**config.mk**
```make
export PLATFORM = sky130hd
export DESIGN_NAME = lsf_logic_unit
export DESIGN_NICKNAME = d
export VERILOG_FILES = /design/src/shared/lsf_pkg.sv /design/src/verilog/lsf_logic_unit.sv /design/src/verilog/lsf_sense_reg.sv
export SDC_FILE = /design/constraint.sdc
export NUM_CORES = 1
export LEC_CHECK = 0
export ABC_AREA = 1
export BUFFER_PORTS_ARGS = -buffer_cell sky130_fd_sc_hd__buf_2
export CORE_MARGIN = 3
export CORE_UTILIZATION = 53
export DETAILED_ROUTE_END_ITERATION = 8
export GPL_TIMING_DRIVEN = 0
export PLACE_DENSITY = 0.78
export SYNTH_ARGS = -nofsm -noshare
export SYNTH_HDL_FRONTEND = slang
export SYNTH_HIERARCHICAL = 1
export SYNTH_SLANG_ARGS = --single-unit
```
**constraint.sdc**
```tcl
create_clock -name i_clk_sys -period 5.9 [get_ports i_clk_sys]
set_input_delay 0.295 -clock i_clk_sys [delete_from_list [all_inputs] [get_ports i_clk_sys]]
set_output_delay 0.295 -clock i_clk_sys [all_outputs]
set_load 0.02 [all_outputs]
```
**src/shared/lsf_pkg.sv**
```systemverilog
// constants, types and decode tables for the logic and sense flag datapath
// assumes one machine cycle equals one period of i_clk_sys
package lsf_pkg;

	// ************************************************************
	// widths and reset values
	// ************************************************************
	localparam int WORD_W = 36;
	localparam int HALF_W = 18;
	localparam int ADDR_W = 15;
	localparam int CNT_W  = 3;

	typedef logic [0:WORD_W-1] lsf_word_t;
	typedef logic [0:HALF_W-1] lsf_half_t;
	typedef logic [ADDR_W-1:0] lsf_addr_t;

	localparam lsf_word_t FLAGS_RESET = 36'h0_0000_0000;
	localparam lsf_word_t WORD_ZERO   = 36'h0_0000_0000;
	localparam lsf_half_t HALF_ZERO   = 18'h0_0000;

	// ************************************************************
	// address codes of the shared magnitude/sign opcode
	// ************************************************************
	localparam lsf_addr_t MS_CLEAR  = 15'h0000;
	localparam lsf_addr_t MS_FLIP   = 15'h0002;
	localparam lsf_addr_t MS_SIGN   = 15'h0003;
	localparam lsf_addr_t MS_INVERT = 15'h0006;

	// ************************************************************
	// execution times in machine cycles
	// ************************************************************
	localparam logic [CNT_W-1:0] CYC_AND_WORD  = 3'h4;
	localparam logic [CNT_W-1:0] CYC_XOR_ACC   = 3'h3;
	localparam logic [CNT_W-1:0] CYC_MAG_SIGN  = 3'h2;
	localparam logic [CNT_W-1:0] CYC_REG       = 3'h1;
	localparam logic [CNT_W-1:0] CYC_MEM       = 3'h2;
	localparam logic [CNT_W-1:0] CYC_TEST_ACC  = 3'h2;
	localparam logic [CNT_W-1:0] CYC_TEST_WORD = 3'h4;
	localparam logic [CNT_W-1:0] CYC_TEST_HALF = 3'h3;

	// ************************************************************
	// working register, operations and command
	// ************************************************************
	typedef struct packed {
		logic        sign;
		logic        ovf;
		logic        xhi;
		logic [1:35] mag;
	} lsf_acc_s;

	typedef enum logic [4:0] {
		OP_AND_WORD, OP_XOR_ACC, OP_MAG_SIGN,
		OP_ACC_TO_FLAGS, OP_FLAGS_TO_ACC, OP_LOAD_FLAGS, OP_WRITE_FLAGS,
		OP_OR_ACC, OP_OR_WORD, OP_SET_UP, OP_SET_LO,
		OP_CLR_ACC, OP_CLR_WORD, OP_CLR_UP, OP_CLR_LO,
		OP_INV_ACC, OP_INV_WORD, OP_INV_UP, OP_INV_LO,
		OP_TON_ACC, OP_TOFF_ACC, OP_SON_WORD, OP_SOFF_WORD,
		OP_SON_UP, OP_SON_LO, OP_SOFF_UP, OP_SOFF_LO
	} lsf_op_e;

	typedef enum logic [2:0] {SRC_NONE, SRC_ACC, SRC_WORD, SRC_UP, SRC_LO} lsf_src_e;
	typedef enum logic [2:0] {ACT_NONE, ACT_SET, ACT_CLR, ACT_INV, ACT_ON, ACT_OFF} lsf_act_e;

	typedef struct packed {
		lsf_op_e   op;
		logic      neg;
		lsf_addr_t addr;
		lsf_addr_t index;
		logic      index_en;
		lsf_half_t imm;
	} lsf_cmd_s;

	function automatic logic [CNT_W-1:0] lsf_cycles(input lsf_op_e op);
		case (op)
			OP_AND_WORD:                      lsf_cycles = CYC_AND_WORD;
			OP_XOR_ACC:                       lsf_cycles = CYC_XOR_ACC;
			OP_MAG_SIGN:                      lsf_cycles = CYC_MAG_SIGN;
			OP_LOAD_FLAGS, OP_WRITE_FLAGS,
			OP_OR_WORD, OP_CLR_WORD,
			OP_INV_WORD:                      lsf_cycles = CYC_MEM;
			OP_TON_ACC, OP_TOFF_ACC:          lsf_cycles = CYC_TEST_ACC;
			OP_SON_WORD, OP_SOFF_WORD:        lsf_cycles = CYC_TEST_WORD;
			OP_SON_UP, OP_SON_LO,
			OP_SOFF_UP, OP_SOFF_LO:           lsf_cycles = CYC_TEST_HALF;
			default:                          lsf_cycles = CYC_REG;
		endcase
	endfunction

	function automatic lsf_src_e lsf_src(input lsf_op_e op);
		case (op)
			OP_OR_ACC, OP_CLR_ACC, OP_INV_ACC,
			OP_TON_ACC, OP_TOFF_ACC:          lsf_src = SRC_ACC;
			OP_OR_WORD, OP_CLR_WORD, OP_INV_WORD,
			OP_SON_WORD, OP_SOFF_WORD:        lsf_src = SRC_WORD;
			OP_SET_UP, OP_CLR_UP, OP_INV_UP,
			OP_SON_UP, OP_SOFF_UP:            lsf_src = SRC_UP;
			OP_SET_LO, OP_CLR_LO, OP_INV_LO,
			OP_SON_LO, OP_SOFF_LO:            lsf_src = SRC_LO;
			default:                          lsf_src = SRC_NONE;
		endcase
	endfunction

	function automatic lsf_act_e lsf_act(input lsf_op_e op);
		case (op)
			OP_OR_ACC, OP_OR_WORD, OP_SET_UP, OP_SET_LO:   lsf_act = ACT_SET;
			OP_CLR_ACC, OP_CLR_WORD, OP_CLR_UP, OP_CLR_LO: lsf_act = ACT_CLR;
			OP_INV_ACC, OP_INV_WORD, OP_INV_UP, OP_INV_LO: lsf_act = ACT_INV;
			OP_TON_ACC, OP_SON_WORD, OP_SON_UP, OP_SON_LO: lsf_act = ACT_ON;
			OP_TOFF_ACC, OP_SOFF_WORD,
			OP_SOFF_UP, OP_SOFF_LO:                        lsf_act = ACT_OFF;
			default:                                       lsf_act = ACT_NONE;
		endcase
	endfunction

endpackage

```
**src/verilog/lsf_logic_unit.sv**
```systemverilog
// logic and sense flag datapath: logical storage/accumulator operations,
// the magnitude and sign group, and every sense flag operation
// assumes the sequencer supplies a decoded command, the working register
// and the storage operand with i_start, and writes back on the strobes
//
// Function
// RULE1 - and_into_word stores working reg AND operand, xhi paired with sign; 4 cycles
// RULE2 - xor_into_acc puts operand XOR working reg in acc, clears sign and ovf; 3 cycles
// RULE3 - invert_magnitude complements ovf, xhi and 1-35, sign kept; 2 cycles
// RULE4 - zero_magnitude clears ovf, xhi and 1-35, sign kept; 2 cycles
// RULE5 - index modification applies before the shared opcode's address decode
// RULE6 - flip_sign inverts only the working register sign; 2 cycles
// RULE7 - force_sign_positive sets sign to 0, rest untouched; 2 cycles
// RULE8 - force_sign_negative sets sign to 1, rest untouched; 2 cycles
// RULE9 - 36-bit sense flags; only mask ones are modified or tested
// RULE10 - masked invert complements selected flags, others unchanged
// RULE11 - on-test: all selected flags one gives transfer or skip
// RULE12 - off-test: all selected flags zero gives transfer or skip
// RULE13 - acc_to_flags copies xhi and 1-35 into flags 0-35; 1 cycle
// RULE14 - flags_to_acc copies flags to xhi,1-35, clears sign and ovf; 1 cycle
// RULE15 - load_flags_from_word loads operand sign and 1-35 into flags; 2 cycles
// RULE16 - write_flags_to_word stores flags into operand sign and 1-35; 2 cycles
// RULE17 - or_acc_into_flags ORs xhi and 1-35 into flags; 1 cycle
// RULE18 - or_word_into_flags ORs operand into flags; 2 cycles
// RULE19 - set_upper_flags_imm ORs immediate half into flags 0-17; 1 cycle
// RULE20 - set_lower_flags_imm ORs immediate half into flags 18-35; 1 cycle
// RULE21 - clear_flags_by_acc: each acc one clears the matching flag; 1 cycle
// RULE22 - clear_flags_by_word same with operand as mask; 2 cycles
// RULE23 - words are plain bits; xhi stands in for the sign position
// RULE24 - done pulses exactly after the cycle count; operands given at start
// RULE25 - nothing outside flags, working register and operand is changed
`timescale 1ns/1ps
`default_nettype none

module lsf_logic_unit #(
	parameter int CNT_W = 3
) (
	// clock, reset, enable
	input  wire logic             i_clk_sys,
	input  wire logic             i_rst,
	input  wire logic             i_ce,
	// command from the sequencer
	input  wire logic             i_start,
	input  wire lsf_pkg::lsf_cmd_s  i_cmd,
	input  wire lsf_pkg::lsf_acc_s  i_acc,
	input  wire lsf_pkg::lsf_word_t i_word,
	// completion and results
	output logic                  o_busy,
	output logic                  o_done,
	output logic                  o_acc_we,
	output lsf_pkg::lsf_acc_s     o_acc,
	output logic                  o_store_we,
	output lsf_pkg::lsf_word_t    o_store_word,
	output logic                  o_transfer,
	output logic                  o_skip,
	// sense flag state
	output lsf_pkg::lsf_word_t    o_sense_flags
);
	import lsf_pkg::*;

	// ************************************************************
	// elaboration checks
	// ************************************************************
	if (CNT_W < lsf_pkg::CNT_W) begin : g_cnt_check
		$error("CNT_W too small for the longest operation");
	end

	// ************************************************************
	// helper functions
	// ************************************************************
	// the working register seen as a 36-bit word, xhi in the sign place
	function automatic lsf_word_t acc_bits(input lsf_acc_s a);
		acc_bits = {a.xhi, a.mag}; // RULE23
	endfunction

	function automatic lsf_word_t place_half(input lsf_half_t h, input logic upper);
		place_half = upper ? {h, HALF_ZERO} : {HALF_ZERO, h};
	endfunction

	// ************************************************************
	// captured command and operands
	// ************************************************************
	lsf_cmd_s          cmd_q;
	lsf_acc_s          acc_q;
	lsf_word_t         word_q;
	lsf_addr_t         eff_addr_q;
	logic [CNT_W-1:0]  cnt;

	wire logic         take;
	wire logic         finish;
	wire lsf_addr_t    eff_addr;
	wire logic [CNT_W-1:0] start_cnt;

	assign take   = i_ce && i_start && !o_busy;
	assign finish = i_ce && o_busy && (cnt == '0);

	// address modification is a subtraction of the index value; it must
	// happen before decode since it may pick a different operation
	assign eff_addr = i_cmd.index_en ? (i_cmd.addr - i_cmd.index) : i_cmd.addr; // RULE5

	// count is loaded with cycles minus one so done lands after exactly N edges
	assign start_cnt = CNT_W'(lsf_cycles(i_cmd.op) - 3'h1); // RULE24

	always_ff @(posedge i_clk_sys or posedge i_rst) begin
		if (i_rst) begin
			cmd_q      <= '0;
			acc_q      <= '0;
			word_q     <= WORD_ZERO;
			eff_addr_q <= '0;
		end else if (take) begin
			cmd_q      <= i_cmd;
			acc_q      <= i_acc;
			word_q     <= i_word;
			eff_addr_q <= eff_addr;
		end
	end

	always_ff @(posedge i_clk_sys or posedge i_rst) begin
		if (i_rst) begin
			o_busy <= 1'b0;
			cnt    <= '0;
		end else if (i_ce) begin
			if (take) begin
				o_busy <= 1'b1;
				cnt    <= start_cnt;
			end else if (finish) begin
				o_busy <= 1'b0;
			end else if (o_busy) begin
				cnt    <= cnt - 1'b1;
			end
		end
	end

	// ************************************************************
	// operation decode
	// ************************************************************
	wire lsf_src_e  src;
	wire lsf_act_e  act;
	wire lsf_word_t acc_w;
	wire lsf_word_t mask;
	wire logic      is_ms;
	wire logic      ms_clear;
	wire logic      ms_invert;
	wire logic      ms_flip;
	wire logic      ms_sign;

	assign src   = lsf_src(cmd_q.op);
	assign act   = lsf_act(cmd_q.op);
	assign acc_w = acc_bits(acc_q);

	// one mask selection serves set, reset, invert and test alike
	assign mask = (src == SRC_ACC)  ? acc_w :
	              (src == SRC_WORD) ? word_q :
	              (src == SRC_UP)   ? place_half(cmd_q.imm, 1'b1) :
	              (src == SRC_LO)   ? place_half(cmd_q.imm, 1'b0) :
	                                  WORD_ZERO; // RULE9

	assign is_ms     = (cmd_q.op == OP_MAG_SIGN);
	assign ms_clear  = is_ms && (eff_addr_q == MS_CLEAR);
	assign ms_invert = is_ms && (eff_addr_q == MS_INVERT);
	assign ms_flip   = is_ms && (eff_addr_q == MS_FLIP);
	assign ms_sign   = is_ms && (eff_addr_q == MS_SIGN);

	// ************************************************************
	// working register result
	// ************************************************************
	wire lsf_word_t xor_w;
	wire logic      acc_wr;
	lsf_acc_s       next_acc;

	assign xor_w = word_q ^ acc_w; // RULE23

	// unknown address codes of the shared opcode complete with no write
	assign acc_wr = (cmd_q.op == OP_XOR_ACC) || (cmd_q.op == OP_FLAGS_TO_ACC) ||
	                ms_clear || ms_invert || ms_flip || ms_sign;

	always_comb begin
		next_acc = acc_q;
		case (1'b1)
			(cmd_q.op == OP_XOR_ACC): begin
				next_acc.sign = 1'b0; // RULE2
				next_acc.ovf  = 1'b0; // RULE2
				next_acc.xhi  = xor_w[0]; // RULE2
				next_acc.mag  = xor_w[1:35]; // RULE2
			end
			(cmd_q.op == OP_FLAGS_TO_ACC): begin
				next_acc.sign = 1'b0; // RULE14
				next_acc.ovf  = 1'b0; // RULE14
				next_acc.xhi  = o_sense_flags[0]; // RULE14
				next_acc.mag  = o_sense_flags[1:35]; // RULE14
			end
			ms_clear: begin
				next_acc.ovf = 1'b0; // RULE4
				next_acc.xhi = 1'b0; // RULE4
				next_acc.mag = '0; // RULE4
			end
			ms_invert: begin
				next_acc.ovf = ~acc_q.ovf; // RULE3
				next_acc.xhi = ~acc_q.xhi; // RULE3
				next_acc.mag = ~acc_q.mag; // RULE3
			end
			ms_flip: begin
				next_acc.sign = ~acc_q.sign; // RULE6
			end
			ms_sign: begin
				// opcode sign picks minus or plus for the same address code
				next_acc.sign = cmd_q.neg; // RULE7 RULE8
			end
			default: begin
				next_acc = acc_q;
			end
		endcase
	end

	// ************************************************************
	// storage result
	// ************************************************************
	wire logic      store_wr;
	wire lsf_word_t next_store;

	assign store_wr   = (cmd_q.op == OP_AND_WORD) || (cmd_q.op == OP_WRITE_FLAGS);
	assign next_store = (cmd_q.op == OP_AND_WORD) ? (acc_w & word_q) // RULE1
	                                              : o_sense_flags; // RULE16

	// ************************************************************
	// sense flag update
	// ************************************************************
	wire logic      flag_load;
	wire lsf_word_t flag_load_val;
	wire lsf_word_t flag_set;
	wire lsf_word_t flag_clr;
	wire lsf_word_t flag_inv;

	assign flag_load     = (cmd_q.op == OP_ACC_TO_FLAGS) || (cmd_q.op == OP_LOAD_FLAGS);
	assign flag_load_val = (cmd_q.op == OP_LOAD_FLAGS) ? word_q // RULE15
	                                                   : acc_w; // RULE13
	// set covers the acc, word and both immediate halves
	assign flag_set = (act == ACT_SET) ? mask : WORD_ZERO; // RULE17 RULE18 RULE19 RULE20
	assign flag_clr = (act == ACT_CLR) ? mask : WORD_ZERO; // RULE21 RULE22
	assign flag_inv = (act == ACT_INV) ? mask : WORD_ZERO; // RULE10

	lsf_sense_reg u_sense (
		.i_clk_sys  (i_clk_sys),
		.i_rst      (i_rst),
		.i_ce       (i_ce),
		.i_apply    (finish),
		.i_load     (flag_load),
		.i_load_val (flag_load_val),
		.i_set      (flag_set),
		.i_clr      (flag_clr),
		.i_inv      (flag_inv),
		.o_flags    (o_sense_flags)
	);

	// ************************************************************
	// masked tests
	// ************************************************************
	wire lsf_word_t sel;
	wire logic      all_on;
	wire logic      all_off;
	wire logic      hit;
	wire logic      is_transfer;

	// an empty mask examines nothing, so both tests succeed
	assign sel     = o_sense_flags & mask;
	assign all_on  = (sel == mask); // RULE11
	assign all_off = (sel == WORD_ZERO); // RULE12
	assign hit     = ((act == ACT_ON) && all_on) || ((act == ACT_OFF) && all_off);
	// only the accumulator-masked tests transfer; the rest skip
	assign is_transfer = (src == SRC_ACC);

	// ************************************************************
	// result strobes
	// ************************************************************
	// strobes stand until the next edge with i_ce high; data outputs hold until the next finish
	always_ff @(posedge i_clk_sys or posedge i_rst) begin
		if (i_rst) begin
			o_done       <= 1'b0;
			o_acc_we     <= 1'b0;
			o_store_we   <= 1'b0;
			o_transfer   <= 1'b0;
			o_skip       <= 1'b0;
			o_acc        <= '0;
			o_store_word <= WORD_ZERO;
		end else if (i_ce) begin
			o_done     <= finish; // RULE24
			o_acc_we   <= finish && acc_wr; // RULE25
			o_store_we <= finish && store_wr; // RULE1 RULE16
			o_transfer <= finish && hit && is_transfer; // RULE11 RULE12
			o_skip     <= finish && hit && !is_transfer; // RULE11 RULE12
			if (finish) begin
				o_acc        <= next_acc;
				o_store_word <= next_store;
			end
		end
	end

endmodule

`default_nettype wire

```
**src/verilog/lsf_sense_reg.sv**
```systemverilog
// the 36-position sense flag register with load, set, reset and invert inputs
// assumes the caller asserts i_apply for exactly one cycle per operation
`timescale 1ns/1ps
`default_nettype none

module lsf_sense_reg (
	// clock and reset
	input  wire logic             i_clk_sys,
	input  wire logic             i_rst,
	input  wire logic             i_ce,
	// update request
	input  wire logic             i_apply,
	input  wire logic             i_load,
	input  wire lsf_pkg::lsf_word_t i_load_val,
	input  wire lsf_pkg::lsf_word_t i_set,
	input  wire lsf_pkg::lsf_word_t i_clr,
	input  wire lsf_pkg::lsf_word_t i_inv,
	// state
	output var  lsf_pkg::lsf_word_t o_flags
);
	import lsf_pkg::*;

	lsf_word_t next_flags;

	// outside a load, positions with a zero in every mask keep their value
	assign next_flags = i_load ? i_load_val : (((o_flags | i_set) & ~i_clr) ^ i_inv); // RULE9

	always_ff @(posedge i_clk_sys or posedge i_rst) begin
		if (i_rst) begin
			o_flags <= FLAGS_RESET;
		end else if (i_ce && i_apply) begin
			o_flags <= next_flags;
		end
	end

endmodule

`default_nettype wire
```
# After elaboration in Yosys (flattened, before gate mapping)
# Memory sizes are Yosys's and may differ from the RTL's.
# Cells that the tools add are included.
# op_classes
n_reduce_logical,35
n_div,0
n_addsub,3
magnitude_cmp,0
shifts,0
n_bitwise,11
n_mul,0
eq_ne,20
muxes,26
# ops
cell,count
36-bit two-way mux,9
37-bit two-way mux,4
36-bit AND,3
36-bit bitwise XOR,2
36-bit equality test,1
36-bit logical NOT,1
36-bit NOT,1
36-bit bitwise OR,1
35-bit NOT,1
15-bit by 2-bit equality test with 1-bit output (second input constant),2
18-bit two-way mux,1
1-bit logical AND,16
15-bit by 3-bit equality test with 1-bit output (second input constant),1
5-bit by 3-bit equality test with 1-bit output (second input constant),3
15-bit logical NOT,1
15-bit two-way mux,1
15-bit subtractor,1
3-bit by 2-bit equality test with 1-bit output (second input constant),4
5-bit by 2-bit equality test with 1-bit output (second input constant),2
3-bit equality test (second input constant),3
3-bit two-way mux,3
1-bit logical OR,8
1-bit two-way mux,8
3-bit by 1-bit equality test with 1-bit output (second input constant),2
10 further kinds,16
# word_totals
wordCells,120
output_inout_bits,116
romBits,288
latchBits,0
mem_bits_rw,0
n_memories,3
inputBits,133
reg_bits,232
# mem_list
memory,words,word_bits,rd,rd_ports_with_merged_regs,write_ports,line_no,text
(no name shown),32,3,1,0,0,lsf_pkg.sv:104,case (op)
(no name shown),32,3,1,0,0,lsf_pkg.sv:90,case (op)
(no name shown),32,3,1,0,0,lsf_pkg.sv:74,case (op)

# Logic depth before layout (Yosys ltp)
# Gate-level depths: netlist (run 1).
# An unclocked memory read counts as a cell.
# depth
word_depth,12
depth_mapped,21

# By module
# Netlist (run 1), hierarchy kept.
# modules_own_cells
module,area_per_inst_um2,seq_area_each_um2,instances,cells_per_inst
lsf_logic_unit,12863.6,4904.7,1,1814
lsf_sense_reg,3074.2,900.9,1,557

# Least setup slack after synthesis (run 1)
# Ideal clock, no wire load.
# synth_path
path_kind,input -> register
start,in i_cmd[34] (netlist bit)
end,reg eff_addr_q[12]
setup_ps,123
t_arrival_ps,2165
path_stages,11
setup_slack_ps,3612
path_cell_list,inv_1 > ha_1 > fa_1 > o21ai_0 > a31oi_1 > o21ai_0 > a31oi_1 > o21ai_0 > xor2_1 > o21ai_0 > nand2_1
# synth_via
elab_chain_cells,2
# synth_rtl
item,line_no,text
start: declaration,lsf_logic_unit.sv:44,"input wire lsf_pkg::lsf_cmd_s i_cmd,"
15-bit subtractor,lsf_logic_unit.sv:99,assign eff_addr = i_cmd.index_en ? (i_cmd.addr - i_cmd.index) : i_cmd.addr;
15-bit two-way mux,lsf_logic_unit.sv:99,
end signal: assignment,lsf_logic_unit.sv:114,eff_addr_q <= eff_addr;
end: declaration,lsf_logic_unit.sv:86,lsf_addr_t eff_addr_q;
# No other way between the ends.
# A chain may end at the register's enable or synchronous reset.

# Worst setup path in the final report (run 1)
# layout_path
start,reg cmd_q[50] (netlist bit)
end,reg o_skip
# layout_via
elab_chain_cells,12
elab_cells_between_ends,21
# layout_rtl
item,line_no,text
start: declaration,lsf_logic_unit.sv:83,lsf_cmd_s cmd_q;
start signal: assignment,lsf_logic_unit.sv:111,cmd_q <= i_cmd;
memory read 32 x 3 bit,n/a,
3-bit equality test,lsf_logic_unit.sv:155,"(src == SRC_LO) ? place_half(cmd_q.imm, 1'b0) :"
18-bit two-way mux,lsf_logic_unit.sv:155,
36-bit two-way mux,lsf_logic_unit.sv:154,"(src == SRC_UP) ? place_half(cmd_q.imm, 1'b1) :"
36-bit two-way mux,lsf_logic_unit.sv:153,(src == SRC_WORD) ? word_q :
36-bit two-way mux,lsf_logic_unit.sv:152,assign mask = (src == SRC_ACC) ? acc_w :
36-bit AND,lsf_logic_unit.sv:265,assign sel = o_sense_flags & mask;
36-bit equality test or 36-bit logical NOT (tied branches),"lsf_logic_unit.sv:266, lsf_logic_unit.sv:267",
1-bit logical AND,lsf_logic_unit.sv:268,assign hit = ((act == ACT_ON) && all_on) || ((act == ACT_OFF) && all_off);
1-bit logical OR,lsf_logic_unit.sv:268,
1-bit logical AND,lsf_logic_unit.sv:290,o_skip <= finish && hit && !is_transfer;
1-bit logical AND *,lsf_logic_unit.sv:290,
end signal: assignment,lsf_logic_unit.sv:290,
end: declaration,lsf_logic_unit.sv:55,"output logic o_skip,"
# Every way passes the cells marked *; elsewhere a longest branch is shown, timed or not.

==> implementation parameters, run 1 <==
Parameter                              Value

Outcome
  Result of the run    complete, no violations

Synth
  Number of synthesized register bits    232
  Area contributors post-synth    dfrtp_1, nand2_1, nor2_1
  Top cell type by total area after synthesis    dfrtp_1
  Net count after synthesis    2563
  Synthesized area divided by synthesized cell count    6.72 um2
  Post-Syn Area    15900 um2
  Number of warnings printed during yosys synthesis    6
  Number of library cell types mapped by synthesis    50
  Area fraction of the dominant cell type after synthesis    36.4%
  Part of the Yosys area used for sequential elements    36.4%
  Post-Syn Instances    2371

Setup path
  Startpoint of the most critical setup path    cmd_q[50]
  R2R depth    19
  Critical path startpoint category    flip-flop
  Critical register-to-register path startpoint    cmd_q[50]
  Path type of the worst setup path    flip-flop to flip-flop
  Critical Path Sink    o_skip
  Top fanout value on the critical path    10
  Required time reported for the critical path endpoint    6.34 ns
  Reg-to-reg endpoint    o_skip
  Register-to-register path setup slack    2.67 ns
  Critical path endpoint category    flip-flop
  Worst endpoint data arrival time    3.67 ns

Detailed routing
  DRT antenna net count    0
  DRC marker count from the first detailed-route iteration    2178
  Wirelength per Cell    20.3 um
  Number of vias in the routed layout    18300
  Vias per cell    5.82
  Post-route DRC    0
  Number of detailed-routing iterations run before antenna repair    6
  Routed wire length    63.9 mm

Placed design
  Instance area after placement    17700 um2
  Final weighted congestion in routability-driven placement    0.994
  Dpl ws    2.73 ns
  DP Wirelength    46.2 mm
  Port Buffer Count    247

Timing
  Final critical-path required period    3.23 ns
  Count of endpoints failing hold in the final timing report    0
  Maximum achievable frequency    309 MHz
  Final Max Tran Viols    0
  Final-layout setup total negative slack    0 ns
  RSZ-0062 raised after global routing    false
  Post-Route Skew    0.0165 ns
  Actual transition at the worst max-transition pin    0.964 ns
  Slew HR    35.2%
  Post-route worst setup slack    2.67 ns
  Final worst path period share    54.8%
  Total setup violations reported at the end of the flow    0

Final layout
  Number of fill cells in the layout    2592
  Area added between synthesis and finish    22.8%
  Final design instance area without fill    19600 um2
  Sequential cell area    5810 um2
  Proportion of layout cells with a drive suffix above 1    13.4%
  Layout net count    2932
  Multi-input gate area    8500 um2

Floorplan
  Chip height    179 um
  # IOs    249
  Die outline width    179 um
  Starting utilization of the core area    54.6%
  Core Area    29200 um2
  Core Rows    62
  Die footprint    32200 um2

Power
  Power per standard cell area    592 nW/um2
  Maximum ir drop on the vdd rail    0.319 mV
  Tot Pwr    11600 uW
  Static leakage    0.0101 uW

CTS
  CTS Buf Count    26
  # clock sinks    232
  Clock tree buffer depth    3
  Total of cells resized after clock tree synthesis    0
  CTS root buf    clkbuf_16
  H-tree depth    1
  Clock-pin transition on the worst setup and hold timing paths    0.07 ns
  CTS tree    yes
  Clock latency on the worst-skew pair    0.56 ns

Global routing
  Initial antenna violation count    2
  First-pass GRT wire length    98.6 mm
  Vias in the first global route    18000
  Grt ovf    0
  Overall Global Routing Usage    38.2%
  Maximum number of pins on one net before global-route repair    108

Hold path
  Path category of the worst min-delay check    input pin to flip-flop

Flow run
  Max-cap violations    0
==> kinds of logic after synthesis <==
logic type | count (synthesis) | share of synthesized area (%)
and+or+nand+nor | 1286 | 33.2
adders and majority gates | 59 | 4.68
DFF | 232 | 36.4
xor gates and xnor gates | 44 | 2.42
AOI/OAI and AO/OA | 353 | 12.9
buffers and inverters | 397 | 10.3
==> per-layer routing <==
layer	track usage, %	vias to the layer above	share of wire [%]
li1	-	8329	-
met1	50.1	8516	39
met2	60.8	1217	45
met3	7.76	244	11
met4	18.4	2	5.5
met5	0	-	0.020
==> area by class of cell <==
| cell class | count | share of cell area, % |
|---|---|---|
| timing repair buffer | 341 | 11.3 |
| multi-input combinational | 1742 | 43.4 |
| inverter | 286 | 5.54 |
| antenna | 1 | 0.0128 |
| tap | 384 | 2.45 |
| clock inverter | 11 | 0.882 |
| sequential | 232 | 29.7 |
| clock buffer | 37 | 3.90 |
| buffer | 111 | 2.88 |
==> sequential cells by signal, indices dropped and copies added (netlist names) <==
signal / flops
o_done: 1
u_sense/o_flags: 36
o_transfer: 1
o_store_we: 1
word_q: 36
o_acc: 38
cmd_q: 24
o_busy: 1
o_store_word: 36
o_acc_we: 1
eff_addr_q: 15
cnt: 3
acc_q: 38
o_skip: 1
==> cells in the final DEF, fill, tap and decap left out, types with 3 or more instances in the layout <==
cell type and n:
a21oi_1 56, a31oi_1 6, buf_1 7, buf_2 259, buf_4 11, buf_6 12
bufinv_16 4, clkbuf_1 74, clkbuf_16 27, clkbuf_8 5, clkinv_2 3, clkinvlp_4 3
dfrtp_1 232, dlygate4sd3_1 92, ha_1 58, inv_1 274, inv_2 9, nand2_1 739
nand2_2 6, nand3_1 197, nand3_2 12, nand3b_1 3, nand4_1 8, nor2_1 297
nor2_2 4, nor3_1 7, o2111ai_1 3, o211ai_1 45, o21a_1 4, o21ai_0 190
o21ai_1 5, o221ai_1 31, xnor2_1 5, xor2_1 39
==> power by group <==
group          switching, uW  leakage (uW)  internal, uW
clock network            725      0.000450          1080
registers                938       0.00297          2300
logic                   4460       0.00663          2100
total                   6120        0.0101          5470
==> critical path, cell delays in order, from the launching register on <==
cell and delay, ns:
dfrtp_1 0.45, inv_1 0.12, ha_1 0.22, inv_1 0.08
nand3_1 0.07, nand2_1 0.09, nand2_2 0.07, nand2_4 0.10
nand2_2 0.10, nor2_4 0.27, buf_4 0.31, nand2_1 0.08
nand3_1 0.09, nand2_1 0.11, o21ai_0 0.43, nor3_1 0.09
nand3_1 0.10, nand2_1 0.09, nand3_1 0.15, nand2_1 0.09
==> cell usage after synthesis, drive strengths merged <==
| master | n |
|---|---|
| o21a | 4 |
| o21bai | 2 |
| clkinv | 1 |
| a21oi | 56 |
| buf | 42 |
| nor2 | 304 |
| a21o | 2 |
| xor2 | 39 |
| and3 | 1 |
| o221ai | 31 |
| o211ai | 45 |
| o21ai | 195 |
| nand3b | 3 |
| nand4 | 8 |
| fa | 1 |
| ha | 58 |
| a32oi | 2 |
| o2111ai | 3 |
| a31oi | 6 |
| or2 | 2 |
| o211a | 1 |
| clkbuf | 69 |
| xnor2 | 5 |
| o31ai | 2 |
| dfrtp | 232 |
| nand2 | 747 |
| a2bb2oi | 1 |
| a211oi | 1 |
| nor3 | 7 |
| inv | 285 |
| a221oi | 1 |
| and2 | 1 |
| nor4 | 3 |
| o22ai | 1 |
| nand3 | 210 |
==> timing repair <==
action | 4_1_cts | 5_1_grt
setup buffers | 0 | 0
hold endpoints to repair | 197 | 0
hold buffers | 92 | 0
==> worst min-delay path by stage <==
stage	startpoint	endpoint	slack (ns)	depth (start not counted)
after detailed placement	i_rst	u_sense/o_flags[14]	0.41	2
final	i_cmd[50]	cmd_q[50]	0.01	3
after global placement	o_acc[37]	o_acc[37]	0.46	1
after floorplan	i_acc[36]	acc_q[36]	0.41	2
after CTS	i_cmd[0]	cmd_q[0]	0.007	3
after global routing	i_acc[24]	acc_q[24]	0.02	3
==> metrics by stage <==
| step | utilization [%] | hold slack (ns) | instances |
|---|---|---|---|
| after floorplan | - | 0.412 | 2371 |
| after global placement | 60.5 | 0.460 | 3002 |
| after detailed placement | 60.7 | 0.410 | 3004 |
| after CTS | 67.1 | 0.00750 | 3144 |
| after global routing | 67.1 | 0.0221 | 3145 |
| final | 67.1 | 0.0126 | 3145 |
Note: power is estimated with default switching activity, not from simulation.
==> inputs of run 2 (changes only) <==
- ABC_AREA: 1 -> 0
- clock period: 5.9 -> 2.87 ns (I/O delays scaled with it)
==> run 2 against run 1 <==
Net effect:
- register-to-register slack got worse by 3.4 ns
- setup slack got worse by 3.4 ns
- area after synthesis decreased by 0.39%
- cell area increased by 14%
- synthesized cell count decreased by 27%
- maximum frequency decreased by 9.4%
- non-clock buffer count increased by 175
- final cell count decreased by 15%
- combinational power increased to 2.7 times the previous value
- sequential power increased by 120%
- the run now ends with negative setup slack left
- clock power increased by 97%
==> implementation parameters, run 2 <==
Parameter                              Value

Timing
  Final worst path period share    124% (was 54.8%)
  Final Max Tran Viols    0 (unchanged)
  Actual transition at the worst max-transition pin    1.09 ns (was 0.964 ns)
  Slew HR    27.4% (was 35.2%)
  Maximum achievable frequency    280 MHz (was 309 MHz)
  Count of endpoints failing hold in the final timing report    0 (unchanged)
  Total setup violations reported at the end of the flow    42 (was 0)
  Final critical-path required period    3.57 ns (was 3.23 ns)
  Post-Route Skew    0.0227 ns (was 0.0165 ns)
  Post-route worst setup slack    -0.699 ns (was 2.67 ns)
  RSZ-0062 raised after global routing    true (was false)

Setup path
  Most frequent cell on the critical path    buf_6 (was nand2_1)
  Startpoint of the most critical setup path    cmd_q[50] (unchanged)
  Required time reported for the critical path endpoint    3.31 ns (was 6.34 ns)
  Max stage delay on crit path    0.46 ns (was 0.45 ns)
  Critical register-to-register path startpoint    cmd_q[50] (unchanged)
  Worst endpoint data arrival time    4.01 ns (was 3.67 ns)
  Critical path startpoint category    flip-flop (unchanged)
  Critical Path, Cell by Cell    inv_2 > ha_4 > nand2b_4 > a211oi_4 > buf_4 > nor4_4 > buf_6 > a22o_1 > a22oi_2 > o22ai_1 > a221oi_2 > and4_1 > a41oi_2 > buf_6 > o32ai_4 (was inv_1 > ha_1 > inv_1 > nand3_1 > nand2_1 > nand2_2 > nand2_4 > nand2_2 > nor2_4 > buf_4 > nand2_1 > nand3_1 > nand2_1 > o21ai_0 > nor3_1 > nand3_1 > nand2_1 > nand3_1 > nand2_1)
  Critical path endpoint category    flip-flop (unchanged)
  Path type of the worst setup path    flip-flop to flip-flop (unchanged)
  Crit-path slowest cell    dfrtp_2 (was dfrtp_1)
  Top fanout value on the critical path    8 (was 10)

Global routing
  First-pass GRT wire length    105 mm (was 98.6 mm)
  Maximum number of pins on one net before global-route repair    44 (was 108)
  Initial antenna violation count    1 (was 2)
  Overall Global Routing Usage    43.2% (was 38.2%)
  Vias in the first global route    17600 (was 18000)
  Grt ovf    0 (unchanged)

Floorplan
  Core Rows    62 (unchanged)
  # IOs    249 (unchanged)
  Chip height    179 um (about the same)
  Die footprint    32100 um2 (was 32200 um2)
  Die outline width    179 um (about the same)
  Starting utilization of the core area    54.6% (about the same)
  Core Area    29100 um2 (was 29200 um2)

CTS
  # clock sinks    232 (unchanged)
  H-tree depth    1 (unchanged)
  Clock latency on the worst-skew pair    0.55 ns (was 0.56 ns)
  Clock tree buffer depth    3 (unchanged)
  CTS root buf    clkbuf_16 (unchanged)
  CTS tree    yes (unchanged)
  CTS Buf Count    25 (was 26)
  Clock-pin transition on the worst setup and hold timing paths    0.07 ns (about the same)

Final layout
  Final design instance area without fill    22300 um2 (was 19600 um2)
  Layout net count    2449 (was 2932)
  Top Registers    acc_q (38), o_acc (38) (unchanged)
  Area added between synthesis and finish    40.5% (was 22.8%)
  Sequential cell area    5810 um2 (about the same)
  Number of fill cells in the layout    1963 (was 2592)
  Most frequent cells in the layout    buf_2, dfrtp_1, nor2_1 (was nand2_1, nor2_1, inv_1)
  Multi-input gate area    10300 um2 (was 8500 um2)
  Most frequent standard cell in the layout excluding fill and tap cells    buf_2 (was nand2_1)
  Post-layout util    76.7% (was 67.1%)
  # diodes    0 (was 1)
  Layout Cells excl Fill    2659 (was 3145)
  Proportion of layout cells with a drive suffix above 1    35.4% (was 13.4%)

Synth
  Area fraction in compound gates after synthesis    21.0% (was 12.9%)
  Number of synthesized register bits    232 (unchanged)
  Area share of xor/xnor cells in the synthesized design    2.81% (was 2.42%)
  Area fraction of the dominant cell type after synthesis    36.6% (was 36.4%)
  Net count after synthesis    1930 (was 2563)
  Number of warnings printed during yosys synthesis    6 (unchanged)
  Part of the Yosys area used for sequential elements    36.6% (was 36.4%)
  Top cell type by total area after synthesis    dfrtp_1 (unchanged)
  Number of library cell types mapped by synthesis    73 (was 50)
  Area contributors post-synth    dfrtp_1, mux2_2, o21ai_0 (was dfrtp_1, nand2_1, nor2_1)
  Post-Syn Area    15900 um2 (about the same)
  Post-Syn Instances    1738 (was 2371)
  Synth cell count leaders    dfrtp_1, nor2_1, o21ai_0, mux2_2, nand2_1 (was nand2_1, nor2_1, inv_1, dfrtp_1, nand3_1)
  Post-synthesis async set-or-reset flop share    100% (unchanged)
  Most used flip-flop cell after synthesis    dfrtp_1 (unchanged)
  Largest family of logic cells by synthesized area    compound AO/OA/AOI/OAI gates (was simple AND/OR/NAND/NOR gates)
  Count of flip-flops with a built-in enable after synthesis    0 (unchanged)
  Most frequently used cell type in the post-synthesis netlist    dfrtp_1 (was nand2_1)
  Post-synthesis simple-gate area fraction    17.1% (was 33.2%)
  Mux cell area share after synthesis    12.7% (was 0%)
  Synthesized area divided by synthesized cell count    9.13 um2 (was 6.72 um2)
  Post-synthesis share of cell area spent on full adders, half adders and majority gates    4.70% (was 4.68%)

Detailed routing
  Vias per cell    6.75 (was 5.82)
  Number of detailed-routing iterations run before antenna repair    6 (unchanged)
  DRC marker count from the first detailed-route iteration    2279 (was 2178)
  DRT antenna net count    0 (unchanged)
  Post-route DRC    0 (unchanged)
  Routed wire length    72.3 mm (was 63.9 mm)
  Wirelength per Cell    27.2 um (was 20.3 um)
  Number of vias in the routed layout    17900 (was 18300)

Hold path
  Start point of the worst hold path    i_cmd[34] (was i_cmd[50])
  Path category of the worst min-delay check    input pin to flip-flop (unchanged)

Power
  Comb pwr share    62.0% (was 56.6%)
  Switching Power    13600 uW (was 6120 uW)
  Sw Ratio    47.9% (was 52.8%)
  Maximum ir drop on the vdd rail    0.838 mV (was 0.319 mV)
  Static leakage    0.00980 uW (was 0.0101 uW)
  Cell internal pwr    14800 uW (was 5470 uW)
  Relative contribution of the clock network to total power    12.5% (was 15.6%)
  Reg power frac    25.5% (was 27.9%)
  Power per standard cell area    1270 nW/um2 (was 592 nW/um2)

Outcome
  Failing checks    negative setup slack
  Result of the run    complete, but fails checks (was complete, no violations)

Placed design
  DP Wirelength    49.1 mm (was 46.2 mm)
  Final weighted congestion in routability-driven placement    1.04 (was 0.994)
  Instance area after placement    17900 um2 (was 17700 um2)
  Port Buffer Count    245 (was 247)
  Number of instances in the placed design    2372 (was 3004)

Flow run
  Max-cap violations    0 (unchanged)
-- run 2: changes by cell type in the layout (fill, tap and decap cells not counted), moves of 40 or more --
cell      before  now
nor2_1       297  139
inv_1        274   55
mux2_2         0  137
nand2_1      739  124
o211ai_1      45    2
buf_4         11  103
nand3_1      197   52
buf_6         12   52
o21ai_0      190  133
-- run 2: path summary, 6_finish.rpt --
kind / end / slack (ns) / cells past startpoint
max reg2reg: o_skip / -0.70 / 15
min reg2reg: eff_addr_q[11] / 0.48 / 2
min: eff_addr_q[0] / 0.02 / 4
min in group asynchronous: u_sense/o_flags[26] / 0.19 / 3
max in group asynchronous: cmd_q[54] / 1.47 / 5
max: o_skip / -0.70 / 15
-- run 2: worst max-delay path, delay by kind of cell, from the launching register on --
family          cells  cell delay, ns
fa+ha+maj           1            0.21
compound gates      7            1.66
buf+inv             4            0.66
flops               1            0.46
simple gates        3            0.48
-- run 2: power groups by stage --
stage                     combinational, uW  sequential, uW  clock, uW
after floorplan                        7720            6520          0
after global placement                11700            6900          0
after detailed placement              12000            6960          0
after CTS                             15300            6970       3530
after global routing                  18400            7270       3670
final                                 17600            7240       3540
-- run 2: final cells by class --
type | instances | share of cell area [%]
buffer | 125 | 3.61
multi-input combinational | 1311 | 46.3
tap | 384 | 2.15
sequential | 232 | 26.1
timing repair buffer | 502 | 16.9
clock buffer | 34 | 3.09
clock inverter | 11 | 0.830
inverter | 60 | 1.05
-- run 2: cells by family (layout without fill, tap and decap cells) --
logic type,Yosys count,count (layout)
and+or+nand+nor,523,523
DFF,232,232
xor gates and xnor gates,51,51
AOI/OAI and AO/OA,494,494
muxes,184,184
adders and majority gates,59,59
buffers and inverters,195,732
-- run 2: layer usage --
| layer | wire length [um] | vias to the layer above | global-route usage (%) |
|---|---|---|---|
| met5 | 10 | - | 0 |
| met4 | 4980 | 2 | 25.5 |
| met3 | 8640 | 374 | 10.2 |
| met2 | 32000 | 1407 | 67.6 |
| met1 | 26700 | 8697 | 54.6 |
| li1 | - | 7466 | - |
-- run 2: timing repair --
action | in CTS | in global routing
hold buffers | 112 | 0
pin swaps | 104 | 99
endpoints found under the setup margin | 116 | 108
gates cloned | 3 | 2
hold endpoints to repair | 163 | 0
resized for setup | 211 | 142
buffers inserted | 83 | 60
-- run 2: metrics by stage --
step	hold WS, ns	TNS [ns]	setup WS [ns]	power [uW]
after floorplan	0.293	-1.50	-0.185	14200
after global routing	0.0592	-16.98	-0.736	29400
after detailed placement	0.220	-97.66	-1.67	18900
after CTS	0.0102	-10.52	-0.542	25800
final	0.0221	-15.23	-0.699	28400
after global placement	0.375	-271.63	-1.69	18600
